## src/hw/dcpc_pkg.sv

```systemverilog
// dcpc_pkg: shared constants and types for the buffered pulse counter
// assumes one core clock acting as the fastest onboard timebase
package dcpc_pkg;

    // ------------------------------------------------------------------
    // sizes
    // ------------------------------------------------------------------
    localparam int unsigned DCPC_COUNT_W    = 32;
    localparam int unsigned DCPC_BUF_DEPTH  = 2;
    localparam int unsigned DCPC_SYNC_DEPTH = 2;

    // ------------------------------------------------------------------
    // timing: core timebase and source ratio limit
    // ------------------------------------------------------------------
    localparam int unsigned DCPC_CLK_PERIOD_NS   = 100;
    localparam int unsigned DCPC_SRC_RATIO_LIMIT = 4;
    // shortest legal source period in the prevention mode, in ns
    localparam int unsigned DCPC_MIN_SRC_PERIOD_NS =
        DCPC_CLK_PERIOD_NS * DCPC_SRC_RATIO_LIMIT;
    // same figure as a count of core cycles
    localparam int unsigned DCPC_MIN_SRC_CYCLES =
        (DCPC_MIN_SRC_PERIOD_NS + DCPC_CLK_PERIOD_NS - 1)
        / DCPC_CLK_PERIOD_NS;

    // ------------------------------------------------------------------
    // reset values and modes
    // ------------------------------------------------------------------
    localparam logic DCPC_MODE_RESET = 1'b0;

    typedef enum logic {
        DCPC_MODE_SOURCE_CLOCKED,
        DCPC_MODE_TIMEBASE_SYNC
    } dcpc_mode_e;

    typedef logic [DCPC_COUNT_W-1:0] dcpc_count_t;

    localparam dcpc_count_t DCPC_COUNT_ZERO = '0;
    localparam dcpc_count_t DCPC_COUNT_ONE  = dcpc_count_t'(1);

endpackage : dcpc_pkg

```

## src/hw/dcpc_counter.sv

```systemverilog
// dcpc_counter: buffered pulse counter for period / frequency capture
// assumes all inputs synchronous to core_clk, the fastest timebase;
// a sample consumer drains the buffer with valid/ready
//
// Overview of operation
// - store pulse count between capture trigger edges
// - default mode samples trigger on count edges
// - default mode writes on first count edge after
// - prevention mode synchronizes both inputs to timebase
// - prevention mode captures without any count edge
// - prevention mode counts each pulse exactly once
// - default mode updates only at count edges
// - prevention mode updates on timebase edges
`timescale 1ns/10ps
`default_nettype none

module dcpc_counter #(
    parameter int unsigned COUNT_W   = dcpc_pkg::DCPC_COUNT_W,
    parameter int unsigned BUF_DEPTH = dcpc_pkg::DCPC_BUF_DEPTH
) (
    // clock and reset
    input  wire logic               core_clk,
    input  wire logic               reset,
    // configuration
    input  wire logic               dup_prevent_en,
    input  wire logic               counter_arm,
    input  wire logic               overflow_clear,
    // external lines
    input  wire logic               counter_count_input,
    input  wire logic               counter_capture_trigger,
    // sample stream
    output logic                    sample_valid,
    input  wire logic               sample_ready,
    output logic      [COUNT_W-1:0] sample_data,
    // status
    output logic                    counter_internal_out,
    output logic      [COUNT_W-1:0] live_count,
    output logic                    mode_prevent_active,
    output logic                    sample_overflow
);

    import dcpc_pkg::*;

    // ------------------------------------------------------------------
    // declarations
    // ------------------------------------------------------------------
    dcpc_mode_e          mode_q;
    logic                armed_q;

    // timebase synchronizers for the prevention mode, one per line
    localparam int unsigned LINES     = 2;
    localparam int unsigned SYNC_LAST = DCPC_SYNC_DEPTH - 1;

    logic [LINES-1:0]    line_pin;
    logic [LINES-1:0]    line_edge;
    logic                src_edge_sync;
    logic                gate_edge_sync;

    // direct sampling for the source-clocked mode
    logic                src_raw_prev_q;
    logic                src_edge_raw;
    logic                gate_at_src_q;
    logic                gate_edge_at_src;

    // shared count path
    logic                count_tick;
    logic                capture_tick;
    logic [COUNT_W-1:0]  count_q;
    logic [COUNT_W-1:0]  count_d;
    logic [COUNT_W-1:0]  capture_value;
    logic                int_out_q;
    logic                overflow_q;

    // buffer fill side
    logic                push_valid_q;
    logic [COUNT_W-1:0]  push_data_q;
    logic                buf_in_ready;

    // ------------------------------------------------------------------
    // helper: rising edge of a sampled level
    // ------------------------------------------------------------------
    function automatic logic rise(input logic now_v, input logic prev_v);
        rise = now_v && !prev_v;
    endfunction : rise

    // ------------------------------------------------------------------
    // configuration bits
    // ------------------------------------------------------------------
    // a mode change lands one edge later; change it only when disarmed
    always_ff @(posedge core_clk) begin
        if (reset) begin
            mode_q <= DCPC_MODE_SOURCE_CLOCKED;
        end else begin
            mode_q <= dup_prevent_en ? DCPC_MODE_TIMEBASE_SYNC
                                     : DCPC_MODE_SOURCE_CLOCKED;
        end
    end

    // disarming clears the count so the first period starts clean
    always_ff @(posedge core_clk) begin
        if (reset) begin
            armed_q <= DCPC_MODE_RESET;
        end else begin
            armed_q <= counter_arm;
        end
    end

    assign mode_prevent_active = (mode_q == DCPC_MODE_TIMEBASE_SYNC);

    // ------------------------------------------------------------------
    // timebase synchronizers and edge detect
    // ------------------------------------------------------------------
    // a source faster than a quarter of the timebase leaves too few
    // samples per level, so adjacent pulses can merge here
    // bit 0 carries the count input, bit 1 the capture trigger
    assign line_pin = {counter_capture_trigger, counter_count_input};

    for (genvar g = 0; g < LINES; g++) begin : g_sync
        logic [DCPC_SYNC_DEPTH-1:0] stage_q;
        logic                       prev_q;

        // first stage feeds only the second stage
        always_ff @(posedge core_clk) begin
            if (reset) begin
                stage_q <= '0;
            end else begin
                stage_q <= {stage_q[DCPC_SYNC_DEPTH-2:0],
                            line_pin[g]};
            end
        end

        always_ff @(posedge core_clk) begin
            if (reset) begin
                prev_q <= 1'b0;
            end else begin
                prev_q <= stage_q[SYNC_LAST];
            end
        end

        // one pulse per rising edge, however long the level holds
        assign line_edge[g] = rise(stage_q[SYNC_LAST], prev_q);
    end

    assign src_edge_sync  = line_edge[0];
    assign gate_edge_sync = line_edge[1];

    // ------------------------------------------------------------------
    // source-clocked sampling of the trigger
    // ------------------------------------------------------------------
    always_ff @(posedge core_clk) begin
        if (reset) begin
            src_raw_prev_q <= 1'b0;
        end else begin
            src_raw_prev_q <= counter_count_input;
        end
    end

    // default mode: count edge seen on the raw pin, one flop deep
    assign src_edge_raw = rise(counter_count_input, src_raw_prev_q);

    // trigger level only moves at a count edge
    always_ff @(posedge core_clk) begin
        if (reset) begin
            gate_at_src_q <= 1'b0;
        end else if (src_edge_raw) begin
            gate_at_src_q <= counter_capture_trigger;
        end
    end

    // trigger edge seen only by the next count edge
    assign gate_edge_at_src = src_edge_raw &&
                              rise(counter_capture_trigger,
                                   gate_at_src_q);

    // ------------------------------------------------------------------
    // mode select of the count and capture events
    // ------------------------------------------------------------------
    always_comb begin
        count_tick   = 1'b0;
        capture_tick = 1'b0;
        case (mode_q)
            DCPC_MODE_SOURCE_CLOCKED: begin
                count_tick   = armed_q && src_edge_raw;
                capture_tick = armed_q && gate_edge_at_src;
            end
            DCPC_MODE_TIMEBASE_SYNC: begin
                count_tick   = armed_q && src_edge_sync;
                capture_tick = armed_q && gate_edge_sync;
            end
            default: begin
                count_tick   = 1'b0;
                capture_tick = 1'b0;
            end
        endcase
    end

    // ------------------------------------------------------------------
    // pulse counter
    // ------------------------------------------------------------------
    // the value stored is the count before the current edge
    assign capture_value = count_q;

    always_comb begin
        count_d = count_q;
        if (!armed_q) begin
            count_d = COUNT_W'(DCPC_COUNT_ZERO);
        end else if (capture_tick) begin
            // an edge coinciding with capture opens the next period
            count_d = count_tick ? COUNT_W'(DCPC_COUNT_ONE)
                                 : COUNT_W'(DCPC_COUNT_ZERO);
        end else if (count_tick) begin
            count_d = count_q + COUNT_W'(DCPC_COUNT_ONE);
        end
    end

    always_ff @(posedge core_clk) begin
        if (reset) begin
            count_q <= COUNT_W'(DCPC_COUNT_ZERO);
        end else begin
            count_q <= count_d;
        end
    end

    assign live_count = count_q;

    // ------------------------------------------------------------------
    // internal output: toggles on each capture
    // ------------------------------------------------------------------
    // one visible change per capture, in the domain of the count
    always_ff @(posedge core_clk) begin
        if (reset) begin
            int_out_q <= 1'b0;
        end else if (capture_tick) begin
            int_out_q <= !int_out_q;
        end
    end

    assign counter_internal_out = int_out_q;

    // ------------------------------------------------------------------
    // capture register feeding the buffer
    // ------------------------------------------------------------------
    // one word waits here while the buffer is full
    always_ff @(posedge core_clk) begin
        if (reset) begin
            push_valid_q <= 1'b0;
        end else if (capture_tick) begin
            push_valid_q <= 1'b1;
        end else if (buf_in_ready) begin
            push_valid_q <= 1'b0;
        end
    end

    // a pending word is held until the buffer takes it
    always_ff @(posedge core_clk) begin
        if (reset) begin
            push_data_q <= COUNT_W'(DCPC_COUNT_ZERO);
        end else if (capture_tick && (!push_valid_q || buf_in_ready)) begin
            push_data_q <= capture_value;
        end
    end

    // ------------------------------------------------------------------
    // overflow: capture lost while a word still waits
    // ------------------------------------------------------------------
    // a set in the same cycle as a clear wins
    always_ff @(posedge core_clk) begin
        if (reset) begin
            overflow_q <= 1'b0;
        end else if (capture_tick && push_valid_q && !buf_in_ready) begin
            overflow_q <= 1'b1;
        end else if (overflow_clear) begin
            overflow_q <= 1'b0;
        end
    end

    assign sample_overflow = overflow_q;

    // ------------------------------------------------------------------
    // sample buffer
    // ------------------------------------------------------------------
    dcpc_sample_buf #(
        .WIDTH (COUNT_W),
        .DEPTH (BUF_DEPTH)
    ) u_buf (
        .core_clk  (core_clk),
        .reset     (reset),
        .in_valid  (push_valid_q),
        .in_ready  (buf_in_ready),
        .in_data   (push_data_q),
        .out_valid (sample_valid),
        .out_ready (sample_ready),
        .out_data  (sample_data)
    );

endmodule : dcpc_counter

`default_nettype wire

```

## src/hw/dcpc_sample_buf.sv

```systemverilog
// dcpc_sample_buf: small valid/ready buffer holding captured counts
// assumes one clock, synchronous active high reset, power-of-two depth
`timescale 1ns/10ps
`default_nettype none

module dcpc_sample_buf #(
    parameter int unsigned WIDTH = 32,
    parameter int unsigned DEPTH = 2
) (
    // clock and reset
    input  wire logic             core_clk,
    input  wire logic             reset,
    // fill side
    input  wire logic             in_valid,
    output logic                  in_ready,
    input  wire logic [WIDTH-1:0] in_data,
    // drain side
    output logic                  out_valid,
    input  wire logic             out_ready,
    output logic      [WIDTH-1:0] out_data
);

    import dcpc_pkg::*;

    localparam int unsigned PTR_W = (DEPTH > 1) ? $clog2(DEPTH) : 1;
    localparam int unsigned CNT_W = $clog2(DEPTH + 1);
    localparam logic [CNT_W-1:0] FULL_CNT = CNT_W'(DEPTH);

    // ------------------------------------------------------------------
    // storage and pointers
    // ------------------------------------------------------------------
    logic [WIDTH-1:0] mem_q [DEPTH];
    logic [PTR_W-1:0] wr_ptr_q;
    logic [PTR_W-1:0] rd_ptr_q;
    logic [CNT_W-1:0] fill_q;
    logic             push;
    logic             pop;

    assign in_ready  = (fill_q != FULL_CNT);
    assign out_valid = (fill_q != '0);
    assign push      = in_valid && in_ready;
    assign pop       = out_valid && out_ready;
    assign out_data  = mem_q[rd_ptr_q];

    // ------------------------------------------------------------------
    // write side
    // ------------------------------------------------------------------
    always_ff @(posedge core_clk) begin
        if (push) begin
            mem_q[wr_ptr_q] <= in_data;
        end
    end

    always_ff @(posedge core_clk) begin
        if (reset) begin
            wr_ptr_q <= '0;
        end else if (push) begin
            wr_ptr_q <= (wr_ptr_q == PTR_W'(DEPTH - 1)) ? '0
                                                       : wr_ptr_q + 1'b1;
        end
    end

    // ------------------------------------------------------------------
    // read side and fill level
    // ------------------------------------------------------------------
    always_ff @(posedge core_clk) begin
        if (reset) begin
            rd_ptr_q <= '0;
        end else if (pop) begin
            rd_ptr_q <= (rd_ptr_q == PTR_W'(DEPTH - 1)) ? '0
                                                       : rd_ptr_q + 1'b1;
        end
    end

    always_ff @(posedge core_clk) begin
        if (reset) begin
            fill_q <= '0;
        end else if (push && !pop) begin
            fill_q <= fill_q + 1'b1;
        end else if (pop && !push) begin
            fill_q <= fill_q - 1'b1;
        end
    end

endmodule : dcpc_sample_buf

`default_nettype wire

```

## config.mk

```make
export PLATFORM = sky130hd
export DESIGN_NAME = dcpc_counter
export DESIGN_NICKNAME = d
export VERILOG_FILES = /design/src/hw/dcpc_pkg.sv /design/src/hw/dcpc_counter.sv /design/src/hw/dcpc_sample_buf.sv
export SDC_FILE = /design/constraint.sdc
export NUM_CORES = 1
export LEC_CHECK = 0
export BUFFER_PORTS_ARGS = -buffer_cell sky130_fd_sc_hd__buf_2
export CAP_MARGIN = 20
export CELL_PAD_IN_SITES_DETAIL_PLACEMENT = 0
export CELL_PAD_IN_SITES_GLOBAL_PLACEMENT = 1
export CORE_ASPECT_RATIO = 0.8
export CORE_MARGIN = 10
export CORE_UTILIZATION = 35
export CTS_BUF_LIST = sky130_fd_sc_hd__clkbuf_16
export DETAILED_ROUTE_END_ITERATION = 8
export PLACE_DENSITY = 0.71
export SLEW_MARGIN = 20
export SYNTH_ARGS = -nofsm -noshare
export SYNTH_HDL_FRONTEND = slang
export SYNTH_SLANG_ARGS = --single-unit
```

## constraint.sdc

```tcl
create_clock -name core_clk -period 2.8 [get_ports core_clk]
set_clock_uncertainty 0.15 [all_clocks]
set_input_delay 0.28 -clock core_clk [delete_from_list [all_inputs] [get_ports core_clk]]
set_output_delay 0.28 -clock core_clk [all_outputs]
set_load 0.03 [all_outputs]
```

Yosys cells after proc, flatten, opt, wreduce, memory -nomap -nowiden
Memories as Yosys holds them, arrays and structs flattened. A register that Yosys moved wholly into a read port is not among the register bits. Index checks and enable logic that the tools add are counted.

Add/subtract/negate cells: 5. Equal/unequal tests: 1. Multiplexer cells: 18. Bitwise operators: 2. Reductions and logical operators: 32.

Operators with widths (count): 32-bit 2-to-1 mux (2); 32-bit by 1-bit adder with 32-bit output (second input constant) (1); 1-bit logical AND (16); 1-bit 2-to-1 mux (12); 2-bit nonzero test (5); 1-bit zero test (9); 2-bit 2-to-1 mux (2); 1-bit one-hot mux with 2 select lines (2); 1-bit adder (second input constant) (2); 2-bit by 1-bit adder with 2-bit output (second input constant) (1); 2-bit inequality test (second input constant) (1); 1-bit inverter (2); 2-bit OR reduction (1); 2-bit by 1-bit subtractor with 2-bit output (second input constant) (1); 1-bit logical OR (1).

Register bits: 81. Memory bits (writable): 64. Input port bits: 8. Output and inout port bits: 68. Memories: 1.

Memory list: u_buf.mem_q (words 2, width 32, rd ports 1, clocked after Yosys merged registers in 1, wr ports 1, line dcpc_sample_buf.sv:32) `logic [WIDTH-1:0] mem_q [DEPTH];`.

Longest topological paths before layout
Depth after elaboration: 8. Gate-level depth with buffers: 7.

Hierarchy
Synthesis repeated with hierarchy kept, for this count alone.

Cell total of the unflattened synthesis: 463. Area, all modules: 5689.2 um^2.

By module, submodules not included: dcpc_counter (instances 1, cells each 339, area an instance 3164.3 um^2); dcpc_sample_buf (instances 1, cells each 124, area an instance 2524.9 um^2).

Worst setup path before layout
Ideal clock, no wire load.

Path kind: reg-to-reg. From: reg u_buf.fill_q[0]. To: mem u_buf.mem_q[0][0], enable pin. Arrival time: 1947 ps. Required time: 2229 ps. Path slack: 282 ps. Stages on the path, launching flop included: 4. Path buffers: 0. Cell sequence: dfxtp_1 nand2b_1 nand2_1 nor2_1.

Cells in the longest elaborated chain, start to end: 4.

RTL lines: start, declared (line dcpc_sample_buf.sv:35) `logic [CNT_W-1:0] fill_q;`; start signal, assigned (line dcpc_sample_buf.sv:79) `fill_q <= fill_q + 1'b1;`; start signal, assigned (line dcpc_sample_buf.sv:81) `fill_q <= fill_q - 1'b1;`; 2-bit inequality test (line dcpc_sample_buf.sv:39) `assign in_ready = (fill_q != FULL_CNT);`; 1-bit logical AND (line dcpc_sample_buf.sv:41) `assign push = in_valid && in_ready;`; 1-bit 2-to-1 mux (line dcpc_sample_buf.sv:49) `if (push) begin`; 1-bit 2-to-1 mux (not written as such) (line dcpc_sample_buf.sv:50) `mem_q[wr_ptr_q] <= in_data;`; end, declared (line dcpc_sample_buf.sv:32).

Every way passes these cells.

Worst setup path after layout
From: reg count_q[0], in the netlist live_count[0]. To: reg count_q[28], in the netlist live_count[28].

Cells in the longest elaborated chain, start to end: 3.

RTL lines: start, declared (line dcpc_counter.sv:68) `logic [COUNT_W-1:0] count_q;`; start signal, assigned (line dcpc_counter.sv:218) `count_q <= COUNT_W'(DCPC_COUNT_ZERO);`; start signal, assigned (line dcpc_counter.sv:220) `count_q <= count_d;`; 32-bit by 1-bit adder with 32-bit output (line dcpc_counter.sv:212) `count_d = count_q + COUNT_W'(DCPC_COUNT_ONE);`; 32-bit 2-to-1 mux (line dcpc_counter.sv:211) `end else if (count_tick) begin`; 32-bit 2-to-1 mux (line dcpc_counter.sv:207) `end else if (capture_tick) begin`.

Every way passes these cells. The select of a mux whose other input is x is not followed. A chain may end at the register's enable or synchronous reset.

==> impl_metrics.yaml <==
timing:
  timing_hold_violations_final: 0
  setup_viol_count_final: 0
  fin_crit_ns: 2.35
  layout_setup_ws_ns: 0.449
  slew_violations: 0
  fmax_mhz: 425
  period_share_pct: 84.0
  worstMarginPinSlew_ns: 0.714
  rsz0062_at_grt: "false"
  setup_tns_ns: 0
  slew_headroom_pct: 52.4
clock_network:
  clk_pin_slew_ns: 0.06
  clock_latency_ns: 0.42
  tritoncts: "done"
  htreeDepth: 4
  cts_inserted_buffers: 17
  clockBufferDepth: 2
  cts-root-buf: "clkbuf_16"
  cts.sinks: 145
  cts_resized: 0
synthesis:
  synth-main-ff-cell: "dfxtp_1"
  synth_cell_types: 42
  ys_ff_latch: 145
  syn_area_per_cell_um2: 11.5
  ys_seq_area_share_pct: 63.0
  synth_nets: 499
  synth_area_mm2: 0.00563
  synthCells: 489
  async_flop_share_pct: 0
  synth_edf_count: 64
  yosys_warnings: 0
worst_setup_path:
  crit_fanout: 9
  startpoint: "live_count[0]$_SDFFE_PP0P_"
  arrival_ns: 2.51
  r2r-start: "live_count[0]$_SDFFE_PP0P_"
  crit_end: "live_count[28]$_SDFFE_PP0P_"
  end_kind: "register"
  path_class: "register to register"
  r2r_slack_ns: 0.45
  cp.required_ns: 2.95
  r2r_end: "live_count[28]$_SDFFE_PP0P_"
  reg2reg_depth: 6
  critPathLaunchType: "register"
finish:
  nNetsFinal: 589
  syn_to_final_growth_pct: 23.7
  stdcell_count: 807
  final_core_util_pct: 44.2
  n_antenna_cell: 0
  final_cell_mix: "dfxtp_1 (81), nand2_1 (79), buf_2 (75)"
  layout_commonest_cell: "dfxtp_1"
  stdcell_area_mm2: 0.00696
  drive_gt1_share_pct: 29.1
global_routing:
  grt_pass1_vias: 3851
  grt.overflow.total: 0
  track_usage_pct: 11.9
  antenna_found_initial: 0
  grt_start_max_net_pins: 50
  grt_pass1_wl_um: 20300
placement:
  dp_cells: 771
  placed_area_mm2: 0.00630
  io_buffer_count: 75
  place.gp.congestion: 0.787
  post-place-ws_ns: 0.441
  hpwlAfterDp_um: 8820
floorplan:
  row_count: 41
  dieArea_mm2: 0.0216
  core_mm2: 0.0157
  die_x_um: 162
  ios: 76
  die_y_um: 133
  initial_core_util_pct: 35.7
routing:
  dr.pass1.iters: 4
  ant_nets: 0
  routedWlPerCell_um: 15.6
  vias: 3780
  routed_wl_um: 12600
  vias_per_cell: 4.68
  drc_errors: 0
  drt_iter0_markers: 201
pwr:
  pwr_density_cell_mw_per_mm2: 743
  vdd_drop_max_mv: 0.471
  p_leak_nw: 2.42
min_path:
  hold_path.class: "primary input to register"
outcome:
  status: "completed"
run:
  cap_violations: 0
metal layers:
layer	wire length, um	share of wire, %	up-vias	GRT usage (%)
met4	74	0.59	0	2.88
met1	5740	46	1800	14.6
met3	957	7.6	11	5.60
li1	-	-	1888	-
met5	0	0	-	0
met2	5800	46	81	18.6
layout make-up:
class	instances	area (um^2)
Sequential cell	145	3540
Inverter	6	22.5
Clock inverter	13	148
Tap cell	215	269
Clock buffer	19	475
Timing Repair Buffer	95	536
Fill cell	1513	8790
Multi-Input combinational cell	314	1970
how the worst min path moves through the flow:
stage	end	slack, ns	from	depth (start not counted)
detailed placement	g_sync[1].stage_q[1]$_SDFF_PP0_	0.28	g_sync[1].stage_q[0]$_SDFF_PP0_	1
finish	sample_overflow$_SDFFE_PP0P_	0.02	overflow_clear	4
CTS	sample_overflow$_SDFFE_PP0P_	0.004	overflow_clear	4
global route	sample_overflow$_SDFFE_PP0P_	0.05	overflow_clear	4
floorplan	armed_q$_SDFF_PP0_	0.26	counter_arm	1
global placement	g_sync[1].stage_q[1]$_SDFF_PP0_	0.27	g_sync[1].stage_q[0]$_SDFF_PP0_	1
repair_timing:
| item | in CTS | in global routing |
|---|---|---|
| hold buffers | 4 | 0 |
| buffers inserted | 0 | 0 |
| hold endpoints to repair | 5 | 0 |
logic make-up (layout without fill, tap and decap cells):
kind of cell	after synthesis	in the layout	share of synthesized area (%)
xor+xnor	33	33	5.14
fa+ha+maj	2	2	0.445
buf+inv	30	133	2.16
compound gates	46	46	4.34
flops	145	145	63.0
mux	34	34	6.78
simple gates	199	199	18.1
sequential cells by signal, indices dropped and copies added, names as in the netlist, named ones only:
register,flops
g_sync.prev_q,2
sample_overflow,1
counter_internal_out,1
g_sync.stage_q,4
push_valid_q,1
u_buf.wr_ptr_q,1
u_buf.fill_q,2
push_data_q,32
mode_prevent_active,1
gate_at_src_q,1
u_buf.rd_ptr_q,1
live_count,32
u_buf.mem_q,64
armed_q,1
through the flow:
step           hold slack, ns  total power [mW]
2_1_floorplan           0.258              2.73
3_3_place_gp            0.272              2.89
5_1_grt                0.0499              5.37
6_report               0.0193              5.17
3_5_place_dp            0.278              2.89
4_1_cts               0.00376              5.24
cells in the mapped netlist (all sizes together) (4+ instances only):
| library cell | n | area share (%) |
|---|---|---|
| nand2 | 79 | 5.3 |
| a21oi | 38 | 3.4 |
| dfxtp | 81 | 29 |
| or4 | 4 | 0.53 |
| edfxtp | 64 | 34 |
| buf | 8 | 0.69 |
| nor2b | 10 | 1.1 |
| nor4 | 12 | 2.2 |
| nand4 | 10 | 1.4 |
| nand3 | 9 | 0.80 |
| nor2 | 46 | 3.2 |
| xor2 | 12 | 1.9 |
| xnor2 | 21 | 3.3 |
| nor3 | 7 | 0.62 |
| o21ai | 5 | 0.44 |
| or3 | 5 | 0.56 |
| inv | 6 | 0.40 |
| mux2 | 33 | 6.6 |
| clkbuf | 16 | 1.1 |
| nand2b | 4 | 0.44 |
critical path, stage by stage (launching register included):
cell and delay, ns:
dfxtp_1 0.43, ha_1 0.23, nand2_1 0.11, or4_1 0.75, nor4b_2 0.36, xnor2_1 0.17, nor2_2 0.04
power breakdown:
| group | total, mW | internal, mW | switching [mW] |
|---|---|---|---|
| Combinational | 0.595 | 0.217 | 0.378 |
| Clock | 2.33 | 1.43 | 0.899 |
| Sequential | 2.24 | 2.22 | 0.0206 |
(Power assumes the default switching activity.)
